## src/rtl/ppm_pkg.sv

```systemverilog
// constants and carrier types of the parallel port controller
package ppm_pkg;

  // ==========================================================
  // mode field codes
  localparam logic [2:0] MODE_STD  = 3'h0;
  localparam logic [2:0] MODE_BIDI = 3'h1;
  localparam logic [2:0] MODE_FIFO = 3'h2;
  localparam logic [2:0] MODE_ECP  = 3'h3;
  localparam logic [2:0] MODE_EPP  = 3'h4;
  localparam logic [2:0] MODE_TEST = 3'h6;
  localparam logic [2:0] MODE_CFG  = 3'h7;

  // ==========================================================
  // offsets under each chip select
  localparam logic [2:0] OFS_DATA  = 3'h0;
  localparam logic [2:0] OFS_STAT  = 3'h1;
  localparam logic [2:0] OFS_CTRL  = 3'h2;
  localparam logic [2:0] OFS_EPPA  = 3'h3;
  localparam logic [2:0] OFS_EPPD  = 3'h4;
  localparam logic [2:0] OFS_XFIFO = 3'h0;
  localparam logic [2:0] OFS_XCFGB = 3'h1;
  localparam logic [2:0] OFS_XECR  = 3'h2;

  // ==========================================================
  // field positions and fixed values
  localparam int         ECR_MODE_LSB = 5;
  localparam int         ECR_FULL     = 1;
  localparam int         ECR_EMPTY    = 0;
  localparam int         DCR_DIR      = 5;
  localparam int         DCR_SLIN     = 3;
  localparam int         DCR_INIT     = 2;
  localparam int         DCR_AFD      = 1;
  localparam int         DCR_STB      = 0;
  localparam logic [1:0] DCR_RSVD     = 2'h3;
  localparam logic [7:0] CFGA_VAL     = 8'h1f;
  localparam logic [7:0] CFGB_VAL     = 8'h0b;
  localparam logic [7:0] RD_NONE      = 8'h00;
  localparam int         RLE_FLAG     = 7;

  // ==========================================================
  // fifo shape and timing
  localparam int         FIFO_DEPTH = 16;
  localparam int         FIFO_W     = 9;
  localparam int         TAG_BIT    = 8;
  localparam int         CLK_MHZ    = 50;
  localparam int         STB_NS     = 500;
  localparam logic [5:0] STB_CYC    = 6'((STB_NS * CLK_MHZ + 999) / 1000);

  // ==========================================================
  // carriers
  typedef struct packed {
    logic       pcs;
    logic       ecs;
    logic       dack;
    logic       rd;
    logic       wr;
    logic [2:0] addr;
    logic [7:0] wdata;
  } ppm_req_t;

  typedef struct packed {
    logic [7:0] pd;
    logic       ack_n;
    logic       busy;
    logic       perror;
    logic       select;
    logic       fault_n;
  } ppm_pins_t;

  typedef struct packed {
    logic strobe_n;
    logic autofd_n;
    logic init_n;
    logic selectin_n;
  } ppm_ctl_t;

  typedef enum logic [3:0] {
    SQ_IDLE,
    SQ_CP_STB,
    SQ_CP_ACK,
    SQ_EF_CLK,
    SQ_EF_REL,
    SQ_ER_REL,
    SQ_EPP_STB,
    SQ_EPP_END
  } ppm_sq_t;

endpackage

```

## src/rtl/ppm_fifo.sv

```systemverilog
// tagged byte fifo with registered head word
`timescale 1ns/1ps
module ppm_fifo #(
  parameter int W     = 9,
  parameter int DEPTH = 16
) (
  // clock and control
  input  wire logic         clk_i,
  input  wire logic         resetn_i,
  input  wire logic         ce_i,
  input  wire logic         flush_i,
  input  wire logic         wrap_i,
  // fill side
  input  wire logic         wr_valid_i,
  input  wire logic [W-1:0] wr_data_i,
  output logic              wr_ready_o,
  // drain side
  output logic              rd_valid_o,
  output logic [W-1:0]      rd_data_o,
  input  wire logic         rd_ready_i,
  // level
  output logic              full_o,
  output logic              empty_o
);

  localparam int AW = $clog2(DEPTH);

  if (DEPTH < 2 || (1 << AW) != DEPTH)
  begin
    $error("fifo depth must be a power of two");
  end

  typedef struct packed {
    logic [DEPTH-1:0][W-1:0] mem;
    logic [AW-1:0]           wp;
    logic [AW-1:0]           rp;
    logic [AW:0]             cnt;
    logic [W-1:0]            head;
  } ppm_fst_t;

  ppm_fst_t st_ff;
  ppm_fst_t nxt;
  logic     push;
  logic     pop;

  assign full_o     = st_ff.cnt == (AW+1)'(DEPTH);
  assign empty_o    = st_ff.cnt == '0;
  assign wr_ready_o = wrap_i || !full_o;
  assign rd_valid_o = wrap_i || !empty_o;
  assign rd_data_o  = st_ff.head;

  always_comb
  begin
    nxt  = st_ff;
    push = wr_valid_i && wr_ready_o;
    pop  = rd_ready_i && rd_valid_o;
    if (push)
    begin
      nxt.mem[st_ff.wp] = wr_data_i;
      nxt.wp = st_ff.wp + 1'b1;
    end
    if (pop)
      nxt.rp = st_ff.rp + 1'b1;
    if (push && !pop && !full_o)
      nxt.cnt = st_ff.cnt + 1'b1;
    else if (pop && !push && !empty_o)
      nxt.cnt = st_ff.cnt - 1'b1;
    if (flush_i)
    begin
      nxt.wp  = '0;
      nxt.rp  = '0;
      nxt.cnt = '0;
    end
    nxt.head = nxt.mem[nxt.rp];
    if (!resetn_i)
      nxt = '0;
  end

  always_ff @(posedge clk_i)
  begin
    if (ce_i || !resetn_i)
      st_ff <= nxt;
  end

endmodule

```

## src/rtl/ppm_port.sv

```systemverilog
// parallel port controller: registers, fifo path and protocol sequencer
`timescale 1ns/1ps
module ppm_port (
  // clock, reset, enable
  input  wire logic             sys_clk_i,
  input  wire logic             resetn_i,
  input  wire logic             ce_i,
  // host bus
  input  wire ppm_pkg::ppm_req_t host_i,
  output logic [7:0]            host_rdata_o,
  output logic                  host_wait_o,
  output logic                  port_dma_request_o,
  // parallel interface
  input  wire ppm_pkg::ppm_pins_t pins_i,
  output logic [7:0]            pd_o,
  output logic                  pd_oe_o,
  output ppm_pkg::ppm_ctl_t     ctl_o
);
  import ppm_pkg::*;

  typedef struct packed {
    ppm_pins_t  s1;
    ppm_pins_t  s2;
    logic [2:0] mode;
    logic [2:0] prev;
    logic       dir;
    logic [4:0] line_control;
    logic       print;
    logic       ack_d;
    logic [7:0] pd;
    logic       pd_oe;
    logic [7:0] rdata;
    logic       wait_f;
    logic       dreq;
    ppm_ctl_t   ctl;
    ppm_sq_t    sq;
    logic [5:0] tmr;
    logic       epp_rd;
    logic [6:0] rle;
  } ppm_st_t;

  ppm_st_t             st_ff;
  ppm_st_t             nxt;
  logic                h_push;
  logic                s_push;
  logic                h_pop;
  logic                s_pop;
  logic                rle_pop;
  logic [FIFO_W-1:0]   f_wdata;
  logic [FIFO_W-1:0]   f_head;
  logic                f_valid;
  logic                f_ready;
  logic                f_full;
  logic                f_empty;
  logic                flush;
  logic                fwd;
  logic                rev;
  logic                busy;
  logic                ack_n;
  logic                ack_rise;
  logic                acc;

  // ==========================================================
  // helpers
  function automatic logic fwd_mode(input logic [2:0] m, input logic d);
    fwd_mode = m == MODE_FIFO || m == MODE_TEST || (m == MODE_ECP && !d);
  endfunction

  function automatic logic rev_mode(input logic [2:0] m, input logic d);
    rev_mode = m == MODE_TEST || (m == MODE_ECP && d);
  endfunction

  // ==========================================================
  // outputs
  assign host_rdata_o       = st_ff.rdata;
  assign host_wait_o        = st_ff.wait_f;
  assign port_dma_request_o = st_ff.dreq;
  assign pd_o               = st_ff.pd;
  assign pd_oe_o            = st_ff.pd_oe;
  assign ctl_o              = st_ff.ctl;

  assign fwd      = fwd_mode(st_ff.mode, st_ff.dir);
  assign rev      = rev_mode(st_ff.mode, st_ff.dir);
  assign busy     = st_ff.s2.busy;
  assign ack_n    = st_ff.s2.ack_n;
  assign ack_rise = ack_n && !st_ff.ack_d;
  assign acc      = !st_ff.wait_f;

  // standard mode holds fifo in reset; leaving fifo/ecp discards it
  assign flush = st_ff.mode == MODE_STD ||
    (st_ff.prev != st_ff.mode && (st_ff.prev == MODE_FIFO || st_ff.prev == MODE_ECP));

  // ==========================================================
  // fifo
  ppm_fifo #(
    .W     (FIFO_W),
    .DEPTH (FIFO_DEPTH)
  ) u_fifo (
    .clk_i      (sys_clk_i),
    .resetn_i   (resetn_i),
    .ce_i       (ce_i),
    .flush_i    (flush),
    .wrap_i     (st_ff.mode == MODE_TEST),
    .wr_valid_i (h_push || s_push),
    .wr_data_i  (f_wdata),
    .wr_ready_o (f_ready),
    .rd_valid_o (f_valid),
    .rd_data_o  (f_head),
    .rd_ready_i (h_pop || s_pop || rle_pop),
    .full_o     (f_full),
    .empty_o    (f_empty)
  );

  // ==========================================================
  // next state
  always_comb
  begin
    nxt     = st_ff;
    h_push  = 1'b0;
    s_push  = 1'b0;
    h_pop   = 1'b0;
    s_pop   = 1'b0;
    rle_pop = 1'b0;
    f_wdata = '0;
    nxt.s1    = pins_i;
    nxt.s2    = st_ff.s1;
    nxt.ack_d = ack_n;
    nxt.prev  = st_ff.mode;

    // sequencer
    unique case (st_ff.sq)
      SQ_IDLE:
      begin
        nxt.ctl.init_n     = st_ff.line_control[DCR_INIT];
        nxt.ctl.strobe_n   = !st_ff.line_control[DCR_STB];
        nxt.ctl.autofd_n   = !st_ff.line_control[DCR_AFD];
        nxt.ctl.selectin_n = !st_ff.line_control[DCR_SLIN];
        nxt.pd_oe = st_ff.mode == MODE_STD || st_ff.mode == MODE_FIFO || !st_ff.dir;
        if (st_ff.mode == MODE_FIFO || st_ff.mode == MODE_EPP)
        begin
          nxt.ctl.strobe_n   = 1'b1;
          nxt.ctl.autofd_n   = 1'b1;
          nxt.ctl.selectin_n = 1'b1;
        end
        if (st_ff.mode == MODE_ECP)
        begin
          nxt.ctl.strobe_n = 1'b1;
          nxt.ctl.autofd_n = !st_ff.dir;
        end
        // test and config modes start nothing on the port
        if (st_ff.mode == MODE_FIFO && f_valid && !busy)
        begin
          s_pop            = 1'b1;
          nxt.pd           = f_head[7:0];
          nxt.ctl.strobe_n = 1'b0;
          nxt.tmr          = STB_CYC - 1'b1;
          nxt.sq           = SQ_CP_STB;
        end
        else if (st_ff.mode == MODE_ECP && !st_ff.dir && f_valid && !busy)
        begin
          s_pop            = 1'b1;
          nxt.pd           = f_head[7:0];
          nxt.ctl.autofd_n = !f_head[TAG_BIT];
          nxt.ctl.strobe_n = 1'b0;
          nxt.sq           = SQ_EF_CLK;
        end
        else if (st_ff.mode == MODE_ECP && st_ff.dir && !ack_n && f_ready)
        begin
          s_push           = 1'b1;
          f_wdata          = {!busy, st_ff.s2.pd};
          nxt.ctl.autofd_n = 1'b1;
          nxt.sq           = SQ_ER_REL;
        end
      end
      SQ_CP_STB:
      begin
        if (st_ff.tmr == '0)
        begin
          nxt.ctl.strobe_n = 1'b1;
          nxt.sq           = SQ_CP_ACK;
        end
        else
          nxt.tmr = st_ff.tmr - 1'b1;
      end
      SQ_CP_ACK:
      begin
        if (ack_rise)
          nxt.sq = SQ_IDLE;
      end
      SQ_EF_CLK:
      begin
        if (busy)
        begin
          nxt.ctl.strobe_n = 1'b1;
          nxt.sq           = SQ_EF_REL;
        end
      end
      SQ_EF_REL:
      begin
        if (!busy)
          nxt.sq = SQ_IDLE;
      end
      SQ_ER_REL:
      begin
        if (ack_n)
        begin
          nxt.ctl.autofd_n = 1'b0;
          nxt.sq           = SQ_IDLE;
        end
      end
      SQ_EPP_STB:
      begin
        if (busy)
        begin
          if (st_ff.epp_rd)
            nxt.rdata = st_ff.s2.pd;
          nxt.ctl.selectin_n = 1'b1;
          nxt.ctl.autofd_n   = 1'b1;
          nxt.sq             = SQ_EPP_END;
        end
      end
      SQ_EPP_END:
      begin
        if (!busy)
        begin
          nxt.ctl.strobe_n = 1'b1;
          nxt.wait_f       = 1'b0;
          nxt.pd_oe        = !st_ff.dir;
          nxt.sq           = SQ_IDLE;
        end
      end
    endcase

    // host writes
    if (acc && host_i.wr)
    begin
      if (host_i.dack)
      begin
        if (fwd)
        begin
          h_push  = 1'b1;
          f_wdata = {1'b0, host_i.wdata};
        end
      end
      else if (host_i.pcs)
      begin
        if (host_i.addr == OFS_DATA)
        begin
          if (st_ff.mode == MODE_ECP && !st_ff.dir)
          begin
            h_push  = 1'b1;
            f_wdata = {1'b1, host_i.wdata};
          end
          else
            nxt.pd = host_i.wdata;
        end
        else if (host_i.addr == OFS_CTRL)
        begin
          nxt.dir = host_i.wdata[DCR_DIR];
          nxt.line_control = host_i.wdata[4:0];
        end
        else if (host_i.addr >= OFS_EPPA && st_ff.mode == MODE_EPP && st_ff.sq == SQ_IDLE)
        begin
          nxt.pd       = host_i.wdata;
          nxt.pd_oe    = 1'b1;
          nxt.epp_rd   = 1'b0;
          nxt.wait_f   = 1'b1;
          nxt.ctl.strobe_n = 1'b0;
          nxt.ctl.selectin_n = host_i.addr != OFS_EPPA;
          nxt.ctl.autofd_n = host_i.addr < OFS_EPPD;
          nxt.sq       = SQ_EPP_STB;
        end
      end
      else if (host_i.ecs)
      begin
        if (host_i.addr == OFS_XFIFO && fwd)
        begin
          h_push  = 1'b1;
          f_wdata = {1'b0, host_i.wdata};
        end
        else if (host_i.addr == OFS_XECR)
          nxt.mode = host_i.wdata[7:ECR_MODE_LSB];
      end
    end

    // host reads
    if (acc && host_i.rd)
    begin
      nxt.rdata = RD_NONE;
      if (host_i.dack || (host_i.ecs && host_i.addr == OFS_XFIFO && st_ff.mode != MODE_CFG))
      begin
        nxt.rdata = f_head[7:0];
        if (rev)
        begin
          if (st_ff.rle != '0)
            nxt.rle = st_ff.rle - 1'b1;
          else
            h_pop = 1'b1;
        end
      end
      else if (host_i.pcs)
      begin
        if (host_i.addr == OFS_DATA)
          nxt.rdata = st_ff.s2.pd;
        else if (host_i.addr == OFS_STAT)
        begin
          nxt.rdata = {!busy, ack_n, st_ff.s2.perror, st_ff.s2.select,
                       st_ff.s2.fault_n, st_ff.print, 2'h0};
          nxt.print = 1'b1;
        end
        else if (host_i.addr == OFS_CTRL)
          nxt.rdata = {DCR_RSVD, st_ff.dir, st_ff.line_control};
        else if (st_ff.mode == MODE_EPP && st_ff.sq == SQ_IDLE)
        begin
          nxt.pd_oe    = 1'b0;
          nxt.epp_rd   = 1'b1;
          nxt.wait_f   = 1'b1;
          nxt.ctl.strobe_n = 1'b1;
          nxt.ctl.selectin_n = host_i.addr != OFS_EPPA;
          nxt.ctl.autofd_n = host_i.addr < OFS_EPPD;
          nxt.sq       = SQ_EPP_STB;
        end
      end
      else if (host_i.ecs)
      begin
        if (host_i.addr == OFS_XFIFO)
          nxt.rdata = CFGA_VAL;
        else if (host_i.addr == OFS_XCFGB && st_ff.mode == MODE_CFG)
          nxt.rdata = CFGB_VAL;
        else if (host_i.addr == OFS_XECR)
        begin
          nxt.rdata = {st_ff.mode, 5'h00};
          nxt.rdata[ECR_FULL]  = f_full;
          nxt.rdata[ECR_EMPTY] = f_empty;
        end
      end
    end

    // count byte leaves fifo into the decompression counter
    if (st_ff.mode == MODE_ECP && st_ff.dir && !h_pop && !f_empty && f_head[TAG_BIT])
    begin
      rle_pop = 1'b1;
      if (!f_head[RLE_FLAG])
        nxt.rle = f_head[6:0];
    end

    // acknowledge end wins over a status read
    if (ack_rise)
      nxt.print = 1'b0;

    // dma only for real data bytes
    if (st_ff.mode == MODE_TEST)
      nxt.dreq = st_ff.dir ? !f_empty : !f_full;
    else if (rev)
      nxt.dreq = !f_empty && !f_head[TAG_BIT];
    else
      nxt.dreq = fwd && f_ready;

    // a mode change aborts any cycle in flight
    if (st_ff.mode != st_ff.prev)
    begin
      nxt.sq     = SQ_IDLE;
      nxt.wait_f = 1'b0;
      nxt.rle    = '0;
    end

    if (!resetn_i)
    begin
      nxt       = '0;
      nxt.mode  = MODE_STD;
      nxt.prev  = MODE_STD;
      nxt.sq    = SQ_IDLE;
      nxt.pd_oe = 1'b1;
      nxt.print = 1'b1;
      // sync chain starts at the idle pin level, so no false acknowledge edge
      nxt.s1.ack_n = 1'b1;
      nxt.s2.ack_n = 1'b1;
      nxt.ack_d    = 1'b1;
      nxt.ctl   = '{strobe_n: 1'b1, autofd_n: 1'b1, init_n: 1'b0, selectin_n: 1'b1};
    end
  end

  always_ff @(posedge sys_clk_i)
  begin
    if (ce_i || !resetn_i)
      st_ff <= nxt;
  end
endmodule

```

## config.mk

```make
export PLATFORM = sky130hd
export DESIGN_NAME = ppm_port
export DESIGN_NICKNAME = d
export VERILOG_FILES = /design/src/rtl/ppm_pkg.sv /design/src/rtl/ppm_fifo.sv /design/src/rtl/ppm_port.sv
export SDC_FILE = /design/constraint.sdc
export NUM_CORES = 1
export LEC_CHECK = 0
export BUFFER_PORTS_ARGS = -buffer_cell sky130_fd_sc_hd__buf_2
export CORE_UTILIZATION = 30
export CTS_CLUSTER_SIZE = 10
export DETAILED_ROUTE_END_ITERATION = 6
export PLACE_DENSITY = 0.48
export SYNTH_ARGS = -nofsm -noshare
export SYNTH_HDL_FRONTEND = slang
export SYNTH_HIERARCHICAL = 1
export SYNTH_SLANG_ARGS = --single-unit
export TNS_END_PERCENT = 5
```

## constraint.sdc

```tcl
create_clock -name sys_clk_i -period 5.7 [get_ports sys_clk_i]
set_input_delay 0.285 -clock sys_clk_i [delete_from_list [all_inputs] [get_ports sys_clk_i]]
set_output_delay 0.285 -clock sys_clk_i [all_outputs]
set_load 0.02 [all_outputs]
```

==> results of run 1 <==
[area by class of cell]
type | count | area [µm²]
repair buffers | 112 | 759
flip-flops and latches | 247 | 7420
multi-input cells | 1206 | 7180
fillers | 5212 | 33300
clock inverters | 8 | 63.8
clock buffers | 40 | 810
well taps | 672 | 841
inverters | 30 | 113
[power by group]
group          internal (mW)  switching (mW)  leakage [nW]  total, mW
Clock                   1.02           0.770         0.423       1.79
Combinational          0.340           0.632          3.13      0.972
Sequential              2.19           0.143          2.67       2.34
[Yosys cell counts (30+ instances only)]
cell	count
nor2_1	86
mux2i_1	37
buf_4	34
clkbuf_1	97
nand2_1	326
o21ai_0	62
nand3_1	37
nor3_1	76
a21boi_0	127
nor2b_1	40
inv_1	30
and2_1	50
edfxtp_1	247
a21oi_1	56
[worst max-delay path, stage by stage (launching register included)]
cell and delay [ps]:
edfxtp_1 440, or4_1 730, or3_1 360, and4bb_2 260, a21oi_1 210, nor2b_1 160
buf_4 180, or2_2 200, and2_1 480, and3_1 700, nor3_1 100, nor3_1 440
o21ai_0 180, a211o_1 350, o21ai_1 210
[stage by stage]
step	cells	total power, mW	hold slack [ps]	setup slack (ps)
2_1_floorplan	1647	3.01	463	1070
3_3_place_gp	2258	3.32	487	697
3_5_place_dp	2258	3.33	502	596
4_1_cts	2315	5.15	0.391	535
5_1_grt	2315	5.32	7.84	142
6_report	2315	5.10	19.1	475
[logic make-up after synthesis]
logic type,after synthesis,share of synthesized area (%)
AO/OA/AOI/OAI,422,19.2
XOR/XNOR,18,1.02
adder cells (fa/ha/maj),12,1.02
buffers and inverters,194,5.84
flip-flops,247,48.0
multiplexers,48,3.25
AND/OR/NAND/NOR,706,21.7
[registers in the layout, summed over array words and instances, names as in the netlist]
register	count
ack_n	1
busy	1
ctl_o	4
host_rdata_o	8
host_wait_o	1
pd_o	8
pd_oe_o	1
port_dma_request_o	1
st_ff	56
u_fifo/rd_data_o	9
u_fifo/st_ff	157
[how the worst min path moves through the flow]
stage / to / slack (ps) / depth (start not counted) / startpoint
2_1_floorplan: st_ff[72]$_SDFFCE_PN1N_ / 460 / 1 / pins_i[4]
3_3_place_gp: ack_n$_SDFFCE_PN1N_ / 490 / 1 / st_ff[72]$_SDFFCE_PN1N_
3_5_place_dp: ack_n$_SDFFCE_PN1N_ / 500 / 1 / st_ff[72]$_SDFFCE_PN1N_
4_1_cts: st_ff[76]$_SDFFCE_PN0N_ / 0.4 / 2 / pins_i[8]
5_1_grt: st_ff[76]$_SDFFCE_PN0N_ / 8 / 2 / pins_i[8]
6_report: st_ff[76]$_SDFFCE_PN0N_ / 20 / 2 / pins_i[8]
[layer usage]
layer  part of all wire (%)  wire length, µm  up-vias
met5                      0                0        -
met4                    3.0             1480        0
li1                       -                -     5933
met1                     46            22700     6224
met3                    5.6             2770       83
met2                     46            22900      440
[repair_timing]
| action | in CTS | in global routing |
|---|---|---|
| hold buffers | 9 | 0 |
| endpoints found under the hold margin | 9 | 0 |
| setup buffers | 0 | 0 |
==> results.md, run 1 <==
- Outcome: completed
- Synth Flop Type: edfxtp_1
- Clock skew: 22.3 ps
- # clock sinks: 247
- Met2 usage: 29.2%
- Leakage: 6.22 nW
- Clk buf depth: 3
- Most frequent cells in the layout: nand2_1 (324), edfxtp_1 (247), a21boi_0 (127)
- Layout cells sized above 1: 10.3%
- Area Overhead vs Synth: 11.1%
- Final #Nets: 1672
- Critical R2R Launch: u_fifo/st_ff[10]$_SDFFCE_PP0P_
- Tcrit/Tclk final: 91.7%
- Antenna diode count: 0
- DIE HEIGHT: 229 µm
- Placed Area: 16200 µm²
- Initial antenna violation count: 0
- Slew margin rel.: 24.9%
- Post-synth top area cell: edfxtp_1
- FF-to-FF path depth: 14
- Maximum VDD drop: 0.239 mV
- CTS clk-pin slew, worst paths: 60 ps
- Inserted Clock Buffers: 31
- Core ar.: 50500 µm²
- First-pass GRT wire length: 75.8 mm
- RSZ-0062 raised after global routing: false
- Root Buffer Master: clkbuf_16
- Setup_tns: 0 ps
- Ys Warns: 6
- Antenna-violating nets left: 0
- RePlAce Congestion: 0.882
- Worst setup EP type: flop
- Setup-failing EPs final: 0
- Power per Cell Area: 297 nW/µm²
- # resized after CTS: 0
- Max Cap Viol: 0
- Design area: 17200 µm²
- Pre-antenna DRT Iters: 5
- Util after Layout: 34.0%
- Post-Synthesis Cells: 1647
- Req. time, crit path: 6090 ps
- Met3 usage: 2.29%
- CTS tree: yes
- Post-synth EDFFs: 247
- Top cells by area, synth: edfxtp_1 (48%), nand2_1 (7.9%), a21boi_0 (6.2%)
- Die area: 52500 µm²
- Async S/R FF share, synth: 0%
- Netlist cell types: 83
- Synthesized area: 15500 µm²
- Initial Util: 30.6%
- Met1 usage: 26.2%
- Starting DRC count in detailed routing: 1147
- Worst Setup EP: u_fifo/rd_data_o[8]$_SDFFCE_PN0P_
- Vias in the first global route: 12.1k
- Post-synthesis sequential area ratio: 48.0%
- Post-route minimum period: 5220 ps
- Total Wirelength: 49.8 mm
- Slew Limit Fails: 0
- Hold Path Class: in -> reg
- Fin. Hold Viols: 0
- I/O Pins: 55
- Most common cell after layout, fill and taps aside: nand2_1
- H-tree depth: 1
- DRC Markers: 0
- Synth top area share: 48.0%
- RR Endpoint: u_fifo/rd_data_o[8]$_SDFFCE_PN0P_
- Die X: 229 µm
- FF+latch count, synth: 247
- GRT busiest layer: met2
- DR WL/cell: 21.5 µm
- Worst Setup SP: u_fifo/st_ff[10]$_SDFFCE_PP0P_
- Vias/cell: 5.48
- Post-synthesis net count: 1691
- Tightest Pin Transition: 1110 ps
- Startpoint types: flop
- Reg2Reg Setup Slack: 480 ps
- Vias: 12.7k
- Worst-path fanout max: 18
- Fmax: 191 MHz
- Largest net degree at the start of global routing: 158
- Clk_lat worst skew: 590 ps
- Port bufs: 54
- Total gr overflow: 0
- WP data arrival: 5610 ps
- Dpl hpwl: 33.3 mm
- Avg Inst Size Synth: 9.39 µm²
- Critical path class: reg -> reg
- Row Count: 82
- Global-route usage over all layers: 18.5%
No activity file was read; power rests on OpenSTA's default activity.
==> run 2: changes to the inputs <==
--- a/config.mk
+++ b/config.mk
@@ -6,10 +6,12 @@
 export NUM_CORES = 1
 export LEC_CHECK = 0
 export BUFFER_PORTS_ARGS = -buffer_cell sky130_fd_sc_hd__buf_2
+export CELL_PAD_IN_SITES_DETAIL_PLACEMENT = 0
+export CELL_PAD_IN_SITES_GLOBAL_PLACEMENT = 2
 export CORE_UTILIZATION = 30
 export CTS_CLUSTER_SIZE = 10
 export DETAILED_ROUTE_END_ITERATION = 6
-export PLACE_DENSITY = 0.48
+export PLACE_DENSITY = 0.66
 export SYNTH_ARGS = -nofsm -noshare
 export SYNTH_HDL_FRONTEND = slang
 export SYNTH_HIERARCHICAL = 1
==> run 2 against run 1 <==
Total power rose by 5.6%; sequential share of layout area down 0.31 points; final cell count is 0.17% higher; utilization up 0.25 points; clock power increased by 16%; final area grew 0.73%; worst hold slack better by 12 ps; die area unchanged; non-clock buffer count shrank 3; critical endpoint is now u_fifo/rd_data_o[3]$_SDFFCE_PN0P_.
==> results.md, run 2 (synthesized netlist as in run 1, its figures left out) <==
- Die area: 52500 µm² (unchanged)
- Reg2Reg Setup Slack: 370 ps (was 480 ps)
- Crit-path cells: or4_1 -> or3_1 -> and4bb_2 -> nand3_1 -> buf_4 -> o221ai_1 -> nor4bb_1 -> a211o_1 -> nor2_4 -> buf_4 -> nor2_1 -> a221oi_1 -> a21oi_1 -> o21ai_0 -> nor4_1 (was or4_1 -> or3_1 -> and4bb_2 -> a21oi_1 -> nor2b_1 -> buf_4 -> or2_2 -> and2_1 -> and3_1 -> nor3_1 -> nor3_1 -> o21ai_0 -> a211o_1 -> o21ai_1)
- DRC Markers: 0 (unchanged)
- Worst-path fanout max: 21 (was 18)
- Outcome: completed (unchanged)
- # resized after CTS: 0 (unchanged)
- Final #Nets: 1672 (unchanged)
- Most common cell after layout, fill and taps aside: nand2_1 (unchanged)
- Most frequent cells in the layout: nand2_1 (324), edfxtp_1 (247), a21boi_0 (127) (unchanged)
- Core ar.: 50500 µm² (unchanged)
- Most frequent CP cell: buf_4 (was nor3_1)
- Inserted Clock Buffers: 34 (was 31)
- Power per Cell Area: 311 nW/µm² (was 297 nW/µm²)
- Clk_lat worst skew: 540 ps (was 590 ps)
- # clock sinks: 247 (unchanged)
- Placed Area: 16300 µm² (was 16200 µm²)
- First-pass GRT wire length: 78.8 mm (was 75.8 mm)
- Design area: 17300 µm² (was 17200 µm²)
- Antenna diode count: 0 (unchanged)
- RSZ-0062 raised after global routing: false (unchanged)
- Post-Layout Cell Count: 2319 (was 2315)
- Worst Setup EP: u_fifo/rd_data_o[3]$_SDFFCE_PN0P_ (was u_fifo/rd_data_o[8]$_SDFFCE_PN0P_)
- Biggest register: u_fifo/st_ff (unchanged)
- Port bufs: 54 (unchanged)
- Slew Limit Fails: 0 (unchanged)
- Max reg flops: 157 (unchanged)
- Initial antenna violation count: 0 (unchanged)
- Largest net degree at the start of global routing: 114 (was 158)
- Fin. Hold Viols: 0 (unchanged)
- H-tree depth: 2 (was 1)
- Die X: 229 µm (unchanged)
- Max Cap Viol: 0 (unchanged)
- Global-route usage over all layers: 19.6% (was 18.5%)
- Initial Util: 30.6% (unchanged)
- Area Overhead vs Synth: 11.9% (was 11.1%)
- CTS tree: yes (unchanged)
- Clock skew: 16.9 ps (was 22.3 ps)
- DR WL/cell: 22.4 µm (was 21.5 µm)
- FF-to-FF path depth: 15 (was 14)
- Vias: 12.5k (was 12.7k)
- Slew margin rel.: 24.4% (was 24.9%)
- DIE HEIGHT: 229 µm (unchanged)
- Post-route minimum period: 5330 ps (was 5220 ps)
- Pre-antenna DRT Iters: 5 (unchanged)
- Fillers: 5209 (was 5212)
- Maximum VDD drop: 0.177 mV (was 0.239 mV)
- Startpoint types: flop (unchanged)
- Worst setup EP type: flop (unchanged)
- Postcts setup bufs: 0 (unchanged)
- Layout cells sized above 1: 11.2% (was 10.3%)
- Row Count: 82 (unchanged)
- Vias/cell: 5.39 (was 5.48)
- I/O Pins: 55 (unchanged)
- Worst Setup SP: u_fifo/st_ff[10]$_SDFFCE_PP0P_ (unchanged)
- Setup-failing EPs final: 0 (unchanged)
- Antenna-violating nets left: 0 (unchanged)
- Vias in the first global route: 12.1k (about the same)
- Req. time, crit path: 5980 ps (was 6090 ps)
- Tightest Pin Transition: 1130 ps (was 1110 ps)
- Root Buffer Master: clkbuf_16 (unchanged)
- Tcrit/Tclk final: 93.5% (was 91.7%)
- CTS clk-pin slew, worst paths: 50 ps (was 60 ps)
- Total gr overflow: 0 (unchanged)
- RR Endpoint: u_fifo/rd_data_o[3]$_SDFFCE_PN0P_ (was u_fifo/rd_data_o[8]$_SDFFCE_PN0P_)
- Dpl hpwl: 35.1 mm (was 33.3 mm)
- RePlAce Congestion: 0.831 (was 0.882)
- Critical R2R Launch: u_fifo/st_ff[10]$_SDFFCE_PP0P_ (unchanged)
- Leakage: 6.31 nW (was 6.22 nW)
- Total Wirelength: 52.0 mm (was 49.8 mm)
- Slowest stage delay, CP: 760 ps (was 730 ps)
- Fmax: 188 MHz (was 191 MHz)
- Clk buf depth: 3 (unchanged)
- Hold Path Class: in -> reg (unchanged)
- CTS Hold Bufs: 0 (was 9)
- Setup WS pre-CTS: 341 ps (was 596 ps)
- Critical path class: reg -> reg (unchanged)
- Max stage delay cell, worst path: or4_1 (unchanged)
- Final worst setup slack: 372 ps (was 475 ps)
- Setup_tns: 0 ps (unchanged)
- WP data arrival: 5610 ps (about the same)
- Starting DRC count in detailed routing: 978 (was 1147)
- Inst Count DP: 2264 (was 2258)
[run 2: changes by cell type in the layout (fill, tap and decap cells not counted), sizes merged]
| cell | delta |
|---|---|
| buf | +6 |
| clkbuf | +2 |
| bufinv | +1 |
| dlygate4sd3 | -9 |
| clkinv | +4 |
[run 2: per-layer routing]
layer  part of all wire (%)  wire length (µm)  global-route usage [%]
met5                      0                 0                       0
met4                    2.7              1390                    6.42
met3                    4.7              2460                    2.86
met2                     47             24200                    31.5
met1                     46             23900                    27.0
[run 2: worst min-delay path by stage]
stage	cells past startpoint	endpoint	from	slack (ps)
CTS	2	st_ff[69]$_SDFFCE_PN0N_	pins_i[1]	9
floorplan	1	st_ff[72]$_SDFFCE_PN1N_	pins_i[4]	460
finish	2	st_ff[69]$_SDFFCE_PN0N_	pins_i[1]	30
global route	2	st_ff[77]$_SDFFCE_PN0N_	pins_i[9]	30
global placement	1	ack_n$_SDFFCE_PN1N_	st_ff[72]$_SDFFCE_PN1N_	490
detailed placement	1	ack_n$_SDFFCE_PN1N_	st_ff[72]$_SDFFCE_PN1N_	490
[run 2: final cells by class]
class | instances | area (µm²) | share of cell area [%]
Timing Repair Buffer | 109 | 702 | 4.06
Tap cell | 672 | 841 | 4.86
Clock inverter | 13 | 111 | 0.643
Inverter | 30 | 113 | 0.651
Multi-Input combinational cell | 1206 | 7180 | 41.5
Clock buffer | 42 | 945 | 5.46
Sequential cell | 247 | 7420 | 42.9
[run 2: critical path, delay by kind of cell (launching register included)]
family / cells / cell delay, ps
flip-flops: 1 / 440
AND/OR/NAND/NOR: 8 / 2560
AO/OA/AOI/OAI: 5 / 1540
buffers and inverters: 2 / 530
[run 2: report_power, final]
group	total (mW)	switching [mW]	internal (mW)
combinational	0.973	0.635	0.338
sequential	2.33	0.136	2.19
clock	2.08	0.830	1.25
total	5.39	1.60	3.78
[run 2: stage by stage]
stage          hold WS (ps)  power [mW]  util, %
3_3_place_gp            486        3.33     32.2
5_1_grt                27.0        5.61     34.3
6_report               31.1        5.39     34.3
3_5_place_dp            492        3.34     32.2
4_1_cts                8.73        5.45     34.3
2_1_floorplan           463        3.01        -
==> run 3: changes to the inputs <==
--- a/config.mk
+++ b/config.mk
@@ -8,6 +8,7 @@
 export BUFFER_PORTS_ARGS = -buffer_cell sky130_fd_sc_hd__buf_2
 export CELL_PAD_IN_SITES_DETAIL_PLACEMENT = 0
 export CELL_PAD_IN_SITES_GLOBAL_PLACEMENT = 2
+export CORE_ASPECT_RATIO = 2
 export CORE_UTILIZATION = 30
 export CTS_CLUSTER_SIZE = 10
 export DETAILED_ROUTE_END_ITERATION = 6
==> run 3 against run 2 <==
Maximum frequency grew 3.7%; largest cell class unchanged; clock-buffer cell count shrank 10; register-to-register slack gained 190 ps.
==> results.md, run 3 (synthesized netlist as in run 1, its figures left out) <==
- Clock skew: 20.0 ps (was 16.9 ps)
- Util after Layout: 33.9% (was 34.3%)
- Starting DRC count in detailed routing: 821 (was 978)
- Vias: 12.7k (was 12.5k)
- Hold EP: st_ff[44]$_SDFFCE_PN0P_ (was st_ff[69]$_SDFFCE_PN0N_)
- DR WL/cell: 24.9 µm (was 22.4 µm)
- Tcrit/Tclk final: 90.2% (was 93.5%)
- Slew margin rel.: 25.2% (was 24.4%)
- WP depth: 13 (was 15)
- Hold path startpoint: host_i[1] (was pins_i[1])
- M1 WL: 20.1 mm (was 23.9 mm)
- CP bufs+invs: 0 (was 2)
- Area Overhead vs Synth: 11.7% (was 11.9%)
- Layout cells sized above 1: 11.3% (was 11.2%)
- Reg area: 7420 µm² (unchanged)
- Biggest register: u_fifo/st_ff (unchanged)
- Most common cell after layout, fill and taps aside: nand2_1 (unchanged)
- Tightest Pin Transition: 1110 ps (was 1130 ps)
- Die X: 163 µm (was 229 µm)
- Power per Cell Area: 292 nW/µm² (was 311 nW/µm²)
- Port bufs: 54 (unchanged)
- Antenna-violating nets left: 0 (unchanged)
- Critical path class: reg -> reg (unchanged)
- Slew Limit Fails: 0 (unchanged)
- CP top delay family: simple AND/OR/NAND/NOR gates (unchanged)
- RR Endpoint: u_fifo/rd_data_o[3]$_SDFFCE_PN0P_ (unchanged)
- CTS clk-pin slew, worst paths: 60 ps (was 50 ps)
- Metal2 WL: 32.9 mm (was 24.2 mm)
- Vias in the first global route: 12.9k (was 12.1k)
- Root Buffer Master: clkbuf_16 (unchanged)
- Post-route minimum period: 5140 ps (was 5330 ps)
- RePlAce Congestion: 0.902 (was 0.831)
- Placed Area: 16400 µm² (was 16300 µm²)
- DRC Markers: 0 (unchanged)
- DIE HEIGHT: 323 µm (was 229 µm)
- Multi-input logic area: 7180 µm² (unchanged)
- Most frequent cells in the layout: nand2_1 (324), edfxtp_1 (247), a21boi_0 (127) (unchanged)
- Fmax: 195 MHz (was 188 MHz)
- Max reg flops: 157 (unchanged)
- Initial Util: 30.4% (was 30.6%)
- Hold Slack: 32.8 ps (was 31.1 ps)
- Startpoint types: flop (unchanged)
- # resized after CTS: 0 (unchanged)
- Max Cap Viol: 0 (unchanged)
- Critical R2R Launch: u_fifo/st_ff[9]$_SDFFCE_PP0P_ (was u_fifo/st_ff[10]$_SDFFCE_PP0P_)
- Inserted Clock Buffers: 29 (was 34)
- Outcome: completed (unchanged)
- Core ar.: 50900 µm² (was 50500 µm²)
- CTS tree: yes (unchanged)
- Clk_lat worst skew: 590 ps (was 540 ps)
- Clk buf depth: 3 (unchanged)
- Req. time, crit path: 6070 ps (was 5980 ps)
- Hold Path Depth: 2 (unchanged)
- Antenna diode count: 0 (unchanged)
- Fillers: 5261 (was 5209)
- H-tree depth: 1 (was 2)
- WP data arrival: 5510 ps (was 5610 ps)
- First-pass GRT wire length: 85.8 mm (was 78.8 mm)
- Global-route usage over all layers: 22.2% (was 19.6%)
- Crit-path cells: or4_1 -> or3_1 -> and4bb_2 -> a21oi_1 -> nor2b_1 -> or2_2 -> and2_1 -> and3_1 -> nor3_1 -> nor3_1 -> o21ai_0 -> and4_1 -> nor4_1 (was or4_1 -> or3_1 -> and4bb_2 -> nand3_1 -> buf_4 -> o221ai_1 -> nor4bb_1 -> a211o_1 -> nor2_4 -> buf_4 -> nor2_1 -> a221oi_1 -> a21oi_1 -> o21ai_0 -> nor4_1)
- Row Count: 117 (was 82)
- RSZ-0062 raised after global routing: false (unchanged)
- Largest net degree at the start of global routing: 103 (was 114)
- Routed wl met3: 1.52 mm (was 2.46 mm)
- Slowest stage delay, CP: 710 ps (was 760 ps)
- Total Wirelength: 57.7 mm (was 52.0 mm)
- Initial antenna violation count: 0 (unchanged)
- Max Used Layer: met4 (unchanged)
- Setup-failing EPs final: 0 (unchanged)
- Final #Nets: 1699 (was 1672)
- FF-to-FF path depth: 13 (was 15)
- Max stage delay cell, worst path: or4_1 (unchanged)
- Die area: 52500 µm² (about the same)
- Vias/cell: 5.46 (was 5.39)
- Leakage: 6.32 nW (was 6.31 nW)
- Worst-path fanout max: 15 (was 21)
- # clock sinks: 247 (unchanged)
- Worst setup EP type: flop (unchanged)
- Fin. Hold Viols: 0 (unchanged)
- Total gr overflow: 0 (unchanged)
- Maximum VDD drop: 0.246 mV (was 0.177 mV)
- Most frequent CP cell: nor3_1 (was buf_4)
- Hold Path Class: in -> reg (unchanged)
- Pre-antenna DRT Iters: 6 (was 5)
- Setup_tns: 0 ps (unchanged)
- Reg2Reg Setup Slack: 560 ps (was 370 ps)
- I/O Pins: 55 (unchanged)
- Dpl hpwl: 41.8 mm (was 35.1 mm)
- Design area: 17300 µm² (about the same)
## run 3: changes by cell type in the layout (fill, tap and decap cells not counted)
cell	before	now
clkinvlp_4	1	0
clkinv_2	5	0
bufinv_16	2	0
clkbuf_16	37	29
inv_6	0	1
clkbuf_1	5	3
dlygate4sd3_1	0	13
o21ai_0	62	61
o21ai_1	5	6
buf_4	54	72
buf_12	1	2
## run 3: cell type report
cell class	instances	share of cell area [%]
inverter	30	0.652
sequential	247	42.9
multi-input combinational	1206	41.5
timing repair buffer	141	5.71
clock buffer	32	4.27
clock inverter	6	0.159
tap	654	4.74
## run 3: repair_timing
item                      4_1_cts  5_1_grt
hold buffers                   13        0
hold endpoints to repair       13        0
buffers inserted                0        0
## run 3: power breakdown
group | internal, mW | switching, mW
Sequential | 2.19 | 0.139
Clock | 0.901 | 0.765
Combinational | 0.354 | 0.690
Total | 3.45 | 1.59
## run 3: worst max path at each step
| stage | to | startpoint | slack, ps |
|---|---|---|---|
| 3_5_place_dp | u_fifo/rd_data_o[3]$_SDFFCE_PN0P_ | u_fifo/st_ff[9]$_SDFFCE_PP0P_ | 660 |
| 3_3_place_gp | u_fifo/rd_data_o[3]$_SDFFCE_PN0P_ | u_fifo/st_ff[10]$_SDFFCE_PP0P_ | 750 |
| 5_1_grt | u_fifo/rd_data_o[3]$_SDFFCE_PN0P_ | u_fifo/st_ff[10]$_SDFFCE_PP0P_ | 350 |
| 4_1_cts | u_fifo/rd_data_o[3]$_SDFFCE_PN0P_ | u_fifo/st_ff[9]$_SDFFCE_PP0P_ | 620 |
| 6_report | u_fifo/rd_data_o[3]$_SDFFCE_PN0P_ | u_fifo/st_ff[9]$_SDFFCE_PP0P_ | 560 |
| 2_1_floorplan | u_fifo/rd_data_o[0]$_SDFFCE_PN0P_ | resetn_i | 1070 |
## run 3: routing by layer
layer  global-route usage, %  vias up
met4                    12.2        0
met2                    44.4      303
met3                    1.94      113
li1                        -     5968
met5                       0        -
met1                    21.9     6270
## run 3: per-stage QoR
stage          instances  setup WS [ps]  power [mW]
6_report            2316            561        5.04
5_1_grt             2316            350        5.25
4_1_cts             2316            621        5.09
3_5_place_dp        2265            659        3.40
3_3_place_gp        2265            752        3.39
2_1_floorplan       1647           1070        3.01
